===== config.mk =====
export PLATFORM = sky130hd
export DESIGN_NAME = dsdr_socket_regs
export DESIGN_NICKNAME = d
export VERILOG_FILES = /design/src/dsdr_pkg.sv /design/src/dsdr_socket_regs.sv
export SDC_FILE = /design/constraint.sdc
export NUM_CORES = 2
export LEC_CHECK = 0
export BUFFER_PORTS_ARGS = -buffer_cell sky130_fd_sc_hd__buf_4
export CELL_PAD_IN_SITES_DETAIL_PLACEMENT = 0
export CELL_PAD_IN_SITES_GLOBAL_PLACEMENT = 1
export CORE_MARGIN = 2
export CORE_UTILIZATION = 35
export CTS_CLUSTER_SIZE = 10
export DETAILED_ROUTE_END_ITERATION = 10
export GPL_ROUTABILITY_DRIVEN = 0
export PLACE_DENSITY_LB_ADDON = 0.1
export RECOVER_POWER = 25
export SLEW_MARGIN = 20
export SYNTH_ARGS = -nofsm -noshare
export SYNTH_HDL_FRONTEND = slang
export SYNTH_SLANG_ARGS = --single-unit
export TNS_END_PERCENT = 1

===== constraint.sdc =====
create_clock -name clock -period 7.1 [get_ports clock]
set_input_delay 0.355 -clock clock [delete_from_list [all_inputs] [get_ports clock]]
set_output_delay 0.355 -clock clock [all_outputs]
set_load 0.03 [all_outputs]

===== src/dsdr_pkg.sv =====
// Package for the per-socket DMA register set.
// Assumes one 40 MHz clock domain and a 32-bit Avalon-MM register slave.
package dsdr_pkg;
    // ==========================================================
    // Geometry
    localparam int NUM_SOCKETS = 4;
    localparam logic [31:0] SOCKET_STRIDE = 32'h0000_0080;
    localparam logic [31:0] BASE_LOW_SPEED = 32'hE000_8000;
    localparam logic [31:0] BASE_HOST_PORT = 32'hE001_8000;
    localparam logic [31:0] BASE_USB_EGRESS = 32'hE003_8000;
    localparam logic [31:0] BASE_USB_INGRESS = 32'hE004_8000;
    localparam int SOCK_W = 2;
    // ==========================================================
    // Register offsets inside one socket
    localparam logic [6:0] OFF_CHAIN = 7'h00;
    localparam logic [6:0] OFF_SIZE = 7'h04;
    localparam logic [6:0] OFF_COUNT = 7'h08;
    localparam logic [6:0] OFF_STATUS = 7'h0C;
    localparam logic [6:0] OFF_FLAGS = 7'h10;
    // ==========================================================
    // Field positions
    localparam int LOW_MSB = 31;
    localparam int LOW_LSB = 24;
    localparam int DCNT_MSB = 23;
    localparam int DCNT_LSB = 16;
    localparam int DNUM_MSB = 15;
    localparam int DNUM_LSB = 0;
    localparam int B_GO_EN = 31;
    localparam int B_GO_SUSP = 30;
    localparam int B_UNIT = 29;
    localparam int B_HALT_DONE = 26;
    localparam int B_CONS_EN = 23;
    localparam int B_PROD_EN = 22;
    localparam int B_CLIP = 21;
    localparam int B_ENABLED = 20;
    localparam int B_SUSPENDED = 19;
    // Flag register bits
    localparam int F_DONE = 7;
    localparam int F_SUSP = 5;
    localparam int F_LOW = 2;
    localparam int F_SHORT = 8;
    localparam int FLAG_W = 9;
    // ==========================================================
    // Constants
    localparam logic [15:0] NULL_DSCR = 16'hFFFF;
    localparam logic [31:0] STATUS_RESET = 32'h04E0_0000;
    localparam logic [31:0] STATUS_WMASK = 32'hE4E0_0000;
    localparam logic [31:0] ZERO32 = 32'h0000_0000;
    localparam logic [31:0] ONE32 = 32'h0000_0001;
    localparam logic [31:0] UNMAPPED_DATA = 32'hDEAD_BEEF;

    typedef enum logic [1:0] {
        DSDR_IDLE,
        DSDR_LOAD,
        DSDR_ACTIVE,
        DSDR_SUSP
    } dsdr_state_t;
endpackage


===== src/dsdr_socket_regs.sv =====
// Per-socket DMA descriptor register set with an Avalon-MM slave.
// Assumes the data core reports descriptor loads and completions synchronously.
//
// Summary of operation
// - Socket register sets repeat at block base plus socket index times 0x80.
// - Block base selects low-speed, host-port, USB egress or USB ingress group.
// - Chain-low flag sets while remaining count is at or below watermark.
// - Remaining count decrements per descriptor and wraps from zero to 255.
// - The null descriptor number stops the socket; the remaining count never does.
// - Sixteen-bit active descriptor field; all ones means none available.
// - Transfer size in bytes or descriptors; zero means unlimited.
// - Bytes past the size in the final buffer still reach the core unless the clip bit is set.
// - Nonzero size reached or passed by count sets transfer-done flag.
// - With halt-on-done, reaching size also suspends and sets suspend flag.
// - Transfer count advances only when a descriptor completes.
// - Short-buffer suspension over-counts by one buffer or its bytes.
// - Unit bit picks descriptor counting or byte counting, empties included.
// - Suspended socket resumes only on suspend request falling one to zero.
// - Enable rising reloads the active descriptor, ignoring held values.
`timescale 1ns/1ps
module dsdr_socket_regs
    import dsdr_pkg::*;
#(
    parameter logic [31:0] BLOCK_BASE = BASE_USB_EGRESS
) (
    input wire logic clock,
    input wire logic rst_n,
    input wire logic [31:0] avs_address,
    input wire logic avs_read,
    input wire logic avs_write,
    input wire logic [31:0] avs_writedata,
    input wire logic [3:0] avs_byteenable,
    output logic [31:0] avs_readdata,
    output logic avs_waitrequest,
    output logic [1:0] avs_response,
    input wire logic [SOCK_W-1:0] core_socket,
    input wire logic core_load_done,
    input wire logic [15:0] core_dscr_number,
    input wire logic core_dscr_complete,
    input wire logic [15:0] core_next_dscr,
    input wire logic [31:0] core_byte_count,
    input wire logic core_short_buffer,
    output logic [NUM_SOCKETS-1:0] sock_load_req,
    output logic [NUM_SOCKETS-1:0] sock_active,
    output logic [NUM_SOCKETS-1:0] sock_clip_en,
    output logic [NUM_SOCKETS-1:0] sock_cons_ev_en,
    output logic [NUM_SOCKETS-1:0] sock_prod_ev_en,
    output logic [NUM_SOCKETS-1:0] sock_done
);
    // ==========================================================
    // State
    typedef struct packed {
        logic [NUM_SOCKETS-1:0][31:0] chain;
        logic [NUM_SOCKETS-1:0][31:0] size;
        logic [NUM_SOCKETS-1:0][31:0] count;
        logic [NUM_SOCKETS-1:0][31:0] ctrl;
        logic [NUM_SOCKETS-1:0][FLAG_W-1:0] flags;
        dsdr_state_t [NUM_SOCKETS-1:0] st;
        logic ack;
        logic [31:0] rdata;
        logic [1:0] resp;
    } dsdr_regs_t;

    dsdr_regs_t state_q;
    dsdr_regs_t state_d;

    // ==========================================================
    // Decode helpers
    function automatic logic [31:0] dsdr_merge(input logic [31:0] old_v,
                                               input logic [31:0] new_v,
                                               input logic [3:0] be);
        logic [31:0] r;
        r = old_v;
        for (int b = 0; b < 4; b++) begin
            if (be[b]) begin
                r[b*8 +: 8] = new_v[b*8 +: 8];
            end
        end
        return r;
    endfunction

    function automatic logic dsdr_hit(input logic [31:0] addr);
        logic [31:0] rel;
        rel = addr - BLOCK_BASE;
        return (addr >= BLOCK_BASE) &&
               (rel < SOCKET_STRIDE * NUM_SOCKETS) &&
               (rel[1:0] == 2'b00);
    endfunction

    function automatic logic dsdr_known(input logic [6:0] off);
        return (off == OFF_CHAIN) || (off == OFF_SIZE) || (off == OFF_COUNT) ||
               (off == OFF_STATUS) || (off == OFF_FLAGS);
    endfunction

    logic [31:0] rel_addr;
    logic [SOCK_W-1:0] acc_sock;
    logic [6:0] acc_off;
    logic in_range;

    always_comb begin
        rel_addr = avs_address - BLOCK_BASE;
        acc_sock = rel_addr[7 +: SOCK_W];
        acc_off = rel_addr[6:0];
        in_range = dsdr_hit(avs_address);
    end

    // ==========================================================
    // Next state
    always_comb begin
        logic wr_req;
        logic rd_req;
        logic wr_go;
        logic [31:0] new_ctrl;
        logic [31:0] sum;
        logic [7:0] rem;
        logic reached;
        state_d = state_q;
        wr_req = avs_write && !state_q.ack;
        rd_req = avs_read && !state_q.ack;
        // Writes land at the edge where the master sees waitrequest low
        wr_go = avs_write && state_q.ack;
        new_ctrl = ZERO32;
        sum = ZERO32;
        rem = 8'h00;
        reached = 1'b0;
        state_d.ack = (avs_read || avs_write) && !state_q.ack;
        // Read data and response stand until the next request is taken
        if (wr_req || rd_req) begin
            state_d.resp = 2'b00;
        end

        for (int s = 0; s < NUM_SOCKETS; s++) begin
            // Data core side, applied before software so a set beats a clear
            unique case (state_q.st[s])
                DSDR_IDLE: begin
                    if (state_q.ctrl[s][B_GO_EN]) begin
                        state_d.st[s] = DSDR_LOAD;
                    end
                end
                DSDR_LOAD: begin
                    if (core_load_done && core_socket == SOCK_W'(s)) begin
                        state_d.chain[s][DNUM_MSB:DNUM_LSB] = core_dscr_number;
                        state_d.st[s] = (core_dscr_number == NULL_DSCR) ?
                                        DSDR_SUSP : DSDR_ACTIVE;
                    end
                end
                DSDR_ACTIVE: begin
                    if (core_dscr_complete && core_socket == SOCK_W'(s)) begin
                        // Unit selects descriptor or byte counting
                        sum = state_q.count[s] + (state_q.ctrl[s][B_UNIT] ?
                                                  ONE32 : core_byte_count);
                        state_d.count[s] = sum;
                        rem = state_q.chain[s][DCNT_MSB:DCNT_LSB] - 8'h01;
                        state_d.chain[s][DCNT_MSB:DCNT_LSB] = rem;
                        state_d.chain[s][DNUM_MSB:DNUM_LSB] = core_next_dscr;
                        reached = (state_q.size[s] != ZERO32) &&
                                  (sum >= state_q.size[s]);
                        if (reached) begin
                            state_d.flags[s][F_DONE] = 1'b1;
                        end
                        if (rem <= state_q.chain[s][LOW_MSB:LOW_LSB]) begin
                            state_d.flags[s][F_LOW] = 1'b1;
                        end
                        if (core_short_buffer) begin
                            state_d.flags[s][F_SHORT] = 1'b1;
                            state_d.flags[s][F_SUSP] = 1'b1;
                            state_d.st[s] = DSDR_SUSP;
                        end else if (reached && state_q.ctrl[s][B_HALT_DONE]) begin
                            state_d.flags[s][F_SUSP] = 1'b1;
                            state_d.st[s] = DSDR_SUSP;
                        end else if (state_q.ctrl[s][B_GO_SUSP]) begin
                            state_d.flags[s][F_SUSP] = 1'b1;
                            state_d.st[s] = DSDR_SUSP;
                        end else if (core_next_dscr == NULL_DSCR) begin
                            // Only the null descriptor ends the chain
                            state_d.st[s] = DSDR_SUSP;
                        end
                    end
                end
                DSDR_SUSP: begin
                end
            endcase
            if (!state_q.ctrl[s][B_GO_EN]) begin
                state_d.st[s] = DSDR_IDLE;
                state_d.flags[s] = '0;
            end
        end

        // Software side
        if (in_range && wr_go) begin
            unique case (acc_off)
                OFF_CHAIN: begin
                    state_d.chain[acc_sock] = dsdr_merge(state_q.chain[acc_sock],
                                                         avs_writedata,
                                                         avs_byteenable);
                end
                OFF_SIZE: begin
                    state_d.size[acc_sock] = dsdr_merge(state_q.size[acc_sock],
                                                        avs_writedata, avs_byteenable);
                end
                OFF_COUNT: begin
                    state_d.count[acc_sock] = dsdr_merge(state_q.count[acc_sock],
                                                         avs_writedata, avs_byteenable);
                end
                OFF_STATUS: begin
                    new_ctrl = dsdr_merge(state_q.ctrl[acc_sock], avs_writedata,
                                          avs_byteenable) & STATUS_WMASK;
                    state_d.ctrl[acc_sock] = new_ctrl;
                    // Resume only on a one-to-zero suspend request edge
                    if (state_q.ctrl[acc_sock][B_GO_SUSP] && !new_ctrl[B_GO_SUSP] &&
                        state_q.st[acc_sock] == DSDR_SUSP && new_ctrl[B_GO_EN]) begin
                        state_d.st[acc_sock] =
                            (state_q.chain[acc_sock][DNUM_MSB:DNUM_LSB] == NULL_DSCR) ?
                            DSDR_SUSP : DSDR_LOAD;
                    end
                    // Enable rising forces a fresh descriptor fetch
                    if (!state_q.ctrl[acc_sock][B_GO_EN] && new_ctrl[B_GO_EN]) begin
                        state_d.st[acc_sock] = DSDR_LOAD;
                    end
                end
                OFF_FLAGS: begin
                    // Write one to clear; a same-cycle hardware set survives
                    for (int f = 0; f < FLAG_W; f++) begin
                        if (avs_writedata[f] && !(state_d.flags[acc_sock][f] &&
                                                  !state_q.flags[acc_sock][f])) begin
                            state_d.flags[acc_sock][f] = 1'b0;
                        end
                    end
                end
                default: begin
                end
            endcase
        end
        // Refusal is decided in the wait cycle so it stands at the answering edge
        if (wr_req && !(in_range && dsdr_known(acc_off))) begin
            state_d.resp = 2'b11;
        end

        if (rd_req) begin
            if (in_range) begin
                unique case (acc_off)
                    OFF_CHAIN: state_d.rdata = state_q.chain[acc_sock];
                    OFF_SIZE: state_d.rdata = state_q.size[acc_sock];
                    OFF_COUNT: state_d.rdata = state_q.count[acc_sock];
                    OFF_STATUS: begin
                        state_d.rdata = state_q.ctrl[acc_sock];
                        state_d.rdata[B_ENABLED] = state_q.st[acc_sock] != DSDR_IDLE;
                        state_d.rdata[B_SUSPENDED] = state_q.st[acc_sock] == DSDR_SUSP;
                    end
                    OFF_FLAGS: state_d.rdata = {23'h000000, state_q.flags[acc_sock]};
                    default: begin
                        state_d.rdata = UNMAPPED_DATA;
                        state_d.resp = 2'b11;
                    end
                endcase
            end else begin
                state_d.rdata = UNMAPPED_DATA;
                state_d.resp = 2'b11;
            end
        end
    end

    // ==========================================================
    // Registers
    always_ff @(posedge clock) begin
        if (!rst_n) begin
            state_q.ack <= 1'b0;
            state_q.rdata <= ZERO32;
            state_q.resp <= 2'b00;
            for (int s = 0; s < NUM_SOCKETS; s++) begin
                state_q.ctrl[s] <= STATUS_RESET;
                state_q.flags[s] <= '0;
                state_q.st[s] <= DSDR_IDLE;
                // Chain, size and count keep their contents
                state_q.chain[s] <= state_d.chain[s];
                state_q.size[s] <= state_d.size[s];
                state_q.count[s] <= state_d.count[s];
            end
        end else begin
            state_q <= state_d;
        end
    end

    // ==========================================================
    // Outputs
    assign avs_waitrequest = (avs_read || avs_write) && !state_q.ack;
    assign avs_readdata = state_q.rdata;
    assign avs_response = state_q.resp;

    for (genvar g = 0; g < NUM_SOCKETS; g++) begin : g_out
        assign sock_load_req[g] = state_q.st[g] == DSDR_LOAD;
        assign sock_active[g] = state_q.st[g] == DSDR_ACTIVE;
        // Excess bytes past the size still flow unless clipped
        assign sock_clip_en[g] = state_q.ctrl[g][B_CLIP];
        assign sock_cons_ev_en[g] = state_q.ctrl[g][B_CONS_EN];
        assign sock_prod_ev_en[g] = state_q.ctrl[g][B_PROD_EN];
        assign sock_done[g] = state_q.flags[g][F_DONE];
    end
endmodule


==> out/qor.tcl <==
set qor(run_status) {complete, but fails checks}
set qor(failed_checks) {capacitance limit, slew limit}
set qor(totalWireLength_um) 165900
set qor(pwr_density_cell_mw_per_mm2) 184.1
set qor(io-pin-count) 200
set qor(mappedNetlistArea_mm2) 0.03922
set qor(sequential_cell_area_mm2) 0.01327
set qor(grt_antenna_before_repair) 6
set qor(ys.warnings.count) 0
set qor(die_y_um) 338.8
set qor(track_usage_pct) 28.13
set qor(drc_errors) 0
set qor(post_drt_wl_per_cell_um) 28.44
set qor(layout.filler_cells) 11180
set qor(setup_total_negative_slack_ns) 0
set qor(num_vias) 33650
set qor(synth-seq-area-share_pct) 33.84
set qor(hold_class) {input pin to register}
set qor(dieArea_mm2) 0.1148
set qor(finalSetupViolCount) 0
set qor(ys_dominant_reg_cell) {sky130_fd_sc_hd__dfxtp_1}
set qor(port_buffers) 199
set qor(critical_path_peak_fanout) 5
set qor(worst_skew_pair.late_latency_ns) 0.65
set qor(synth.area.top_cells) {sky130_fd_sc_hd__dfxtp_1 22%, sky130_fd_sc_hd__edfxtp_1 12%, sky130_fd_sc_hd__ha_1 9.7%, sky130_fd_sc_hd__mux4_2 9.1%, sky130_fd_sc_hd__a21oi_1 4.7%}
set qor(critPathRequiredTime_ns) 7.66
set qor(layout_area_growth_over_synthesis_pct) 12.74
set qor(timing.hold.worst_endpoint) {state_q[52]}
set qor(final_min_period_over_clock_period_pct) 93.05
set qor(unrepaired_setup_endpoints_after_global_routing) {no}
set qor(synth_top_cells_by_count) {423 x sky130_fd_sc_hd__dfxtp_1, 371 x sky130_fd_sc_hd__a21oi_1, 309 x sky130_fd_sc_hd__nand2_1, 305 x sky130_fd_sc_hd__ha_1, 290 x sky130_fd_sc_hd__nor2_1}
set qor(cell_type_with_the_highest_aggregate_area_in_the_netlist) {sky130_fd_sc_hd__dfxtp_1}
set qor(worst-r2r-setup-slack_ns) 0.49
set qor(cp-end-kind) {register}
set qor(holdCritStartpoint) {avs_writedata[0]}
set qor(whs_path_depth) 2
set qor(slew_viol_final) 75
set qor(cts_tree) {yes}
set qor(post_cts_setup_buffers) 0
set qor(std_cell_rows) 122
set qor(worst_r2r_path_depth) 25
set qor(grt_start_max_net_pins) 72
set qor(yosys_register_bits) 583
set qor(post_synth_inst_count) 4210
set qor(clk_path_buf_depth) 3
set qor(yosys.cell_types.count) 84
set qor(achievable-frequency_ghz) 0.1514
set qor(maxCapViolations) 2
set qor(critPathArrivalTime_ns) 7.17
set qor(period_minus_slack_ns) 6.606
set qor(setup.worst_path.start_class) {register}
set qor(post-synth-top-count-cell) {sky130_fd_sc_hd__dfxtp_1}
set qor(root_buffer) {sky130_fd_sc_hd__clkbuf_16}
set qor(vdd_ir_drop_max_mv) 0.1578
set qor(skew_ns) 0.01817
set qor(synth.net_count) 4660
set qor(tritoncts_num_sinks) 583
set qor(drt_pre_antenna_iters) 5
set qor(drt-vias-per-instance) 5.768
set qor(worst_pin_slew_ns) 4.693
set qor(leakagePower_nw) 18.84
set qor(timing.max_slew.rel_slack_pct) -212.9
set qor(fp.coreArea_mm2) 0.1110
set qor(footprint_of_the_multi_input_gates_mm2) 0.02390
set qor(number_of_h_tree_levels) 3
set qor(synth.top_cell.area_share_pct) 21.59
set qor(vias_in_the_first_global_route) 32750
set qor(clk_pin_slew_ns) 0.06
set qor(setup.worst_path.class) {register to register}
set qor(post_route_cells_drive_above_1_share_pct) 12.07
set qor(initial_core_util_pct) 35.34
set qor(syn_avg_cell_area_um2) 9.316
set qor(number_of_buffers_inserted_during_clock_tree_synthesis) 75
set qor(detailedRoute.firstIterationViolations) 2847
set qor(synth_enable_flop_cells) 160
set qor(grt_pass1_wl_um) 237300
set qor(grt_overflow_total) 0
set qor(post_layout_util_pct) 39.85
set qor(fin_nets) 4740
set qor(rr_endpoint) {state_q[75]}
set qor(async_flop_share_pct) 0
set qor(die_w_um) 338.8
set qor(half_perimeter_wire_length_of_the_detailed_placement_result_um) 125900
set qor(final-hold-violation-count) 0
set qor(ant_nets) 0
-- power by group --
| group | switching [mW] | internal (mW) | leakage (nW) |
|---|---|---|---|
| logic | 0.546 | 0.311 | 12.8 |
| clock network | 1.62 | 2.20 | 1.17 |
| registers | 0.0175 | 3.44 | 4.86 |
| total | 2.19 | 5.95 | 18.8 |
-- worst max-delay path by stage --
stage                         from     endpoint  slack, ns  cells past startpoint
after floorplan           register  state_q[48]       1.82                     25
after CTS                 register  state_q[75]       0.53                     24
after detailed placement  register  state_q[75]       0.58                     24
final                     register  state_q[75]       0.49                     25
after global routing      register  state_q[75]       0.06                     25
after global placement    register  state_q[48]       0.63                     26
-- layer usage --
| layer | global-route usage, % | part of all wire, % | up-vias |
|---|---|---|---|
| li1 | - | - | 15540 |
| met1 | 38.11 | 44 | 16660 |
| met2 | 46.65 | 47 | 1196 |
| met3 | 2.843 | 5.2 | 252 |
| met4 | 9.741 | 3.7 | 2 |
| met5 | 0 | 0.0078 | - |
-- cell usage in the layout (no fill, tap or decap), types with 44 or more instances in the layout --
master	Yosys	routed
sky130_fd_sc_hd__clkbuf_16	0	76
sky130_fd_sc_hd__nand2_1	309	306
sky130_fd_sc_hd__nor2_1	290	280
sky130_fd_sc_hd__and3_1	117	117
sky130_fd_sc_hd__xor2_1	58	58
sky130_fd_sc_hd__ha_1	305	305
sky130_fd_sc_hd__a21oi_1	371	370
sky130_fd_sc_hd__a22o_1	140	140
sky130_fd_sc_hd__xnor2_1	110	110
sky130_fd_sc_hd__and2_1	74	69
sky130_fd_sc_hd__inv_1	263	263
sky130_fd_sc_hd__nand4_1	64	64
sky130_fd_sc_hd__dfxtp_1	423	423
sky130_fd_sc_hd__nor3_1	50	44
sky130_fd_sc_hd__mux2i_1	147	147
sky130_fd_sc_hd__a21o_1	125	125
sky130_fd_sc_hd__nor2b_1	151	149
sky130_fd_sc_hd__clkbuf_1	155	81
sky130_fd_sc_hd__a211oi_1	45	44
sky130_fd_sc_hd__o21ai_0	154	154
sky130_fd_sc_hd__edfxtp_1	160	160
sky130_fd_sc_hd__mux4_2	159	159
sky130_fd_sc_hd__buf_4	50	196
-- cell type report --
| cell class | count | area share, % |
|---|---|---|
| diodes | 3 | 0.01698 |
| clock inverters | 24 | 0.5886 |
| inverters | 263 | 2.233 |
| well taps | 1488 | 4.210 |
| multi-input cells | 3100 | 54.04 |
| clock buffers | 106 | 4.805 |
| repair buffers | 267 | 4.092 |
| flip-flops and latches | 583 | 30.02 |
-- logic make-up (layout without fill, tap and decap cells) --
logic type | count (synthesis) | in the layout | share of synthesized area [%]
compound gates | 1064 | 1064 | 17.55
xor+xnor | 168 | 168 | 3.752
fa+ha+maj | 309 | 309 | 9.934
buf+inv | 527 | 660 | 5.612
flops | 583 | 583 | 33.84
mux | 328 | 328 | 13.52
other cells | 0 | 3 | 0
simple gates | 1231 | 1231 | 15.79
-- stage by stage --
| stage | worst slack [ns] | area [µm²] | total power, mW | std cells | hold WS (ns) |
|---|---|---|---|---|---|
| after global routing | 0.05698 | 44210 | 8.390 | 5832 | 0.01899 |
| after global placement | 0.6253 | 42010 | 4.394 | 5697 | 0.4175 |
| after detailed placement | 0.5759 | 42010 | 4.391 | 5697 | 0.4201 |
| after floorplan | 1.816 | 39220 | 4.043 | 4210 | 0.4088 |
| after CTS | 0.5328 | 44440 | 8.223 | 5831 | 0.003134 |
| final | 0.4936 | 44220 | 8.140 | 5834 | 0.05419 |
-- critical path, stage by stage (launching register included) --
cell and delay [ns]:
sky130_fd_sc_hd__dfxtp_1 0.35, sky130_fd_sc_hd__buf_12 0.16, sky130_fd_sc_hd__or2_2 0.29, sky130_fd_sc_hd__ha_1 0.20
sky130_fd_sc_hd__inv_1 0.08, sky130_fd_sc_hd__fa_1 0.21, sky130_fd_sc_hd__nor2b_1 0.06, sky130_fd_sc_hd__o21ai_1 0.21
sky130_fd_sc_hd__a21oi_1 0.15, sky130_fd_sc_hd__o32a_1 0.44, sky130_fd_sc_hd__a21oi_1 0.52, sky130_fd_sc_hd__o211ai_1 0.24
sky130_fd_sc_hd__nand3_1 0.17, sky130_fd_sc_hd__or3b_1 0.37, sky130_fd_sc_hd__xor2_1 0.19, sky130_fd_sc_hd__ha_1 0.30
sky130_fd_sc_hd__nand4_1 0.23, sky130_fd_sc_hd__nor2_1 0.18, sky130_fd_sc_hd__o21ai_0 0.10, sky130_fd_sc_hd__o221ai_1 0.28
sky130_fd_sc_hd__o22ai_1 0.16, sky130_fd_sc_hd__a211oi_1 0.91, sky130_fd_sc_hd__o31ai_1 0.14, sky130_fd_sc_hd__o311a_1 0.20
sky130_fd_sc_hd__o21a_1 0.14, sky130_fd_sc_hd__a211oi_1 0.24
-- what timing repair did --
| action | 4_1_cts | 5_1_grt |
|---|---|---|
| endpoints found under the setup margin | 0 | 2 |
| endpoints found under the hold margin | 16 | 0 |
| hold buffers | 4 | 0 |
| resized for setup | 0 | 2 |
No activity file was read; power rests on OpenSTA's default activity.
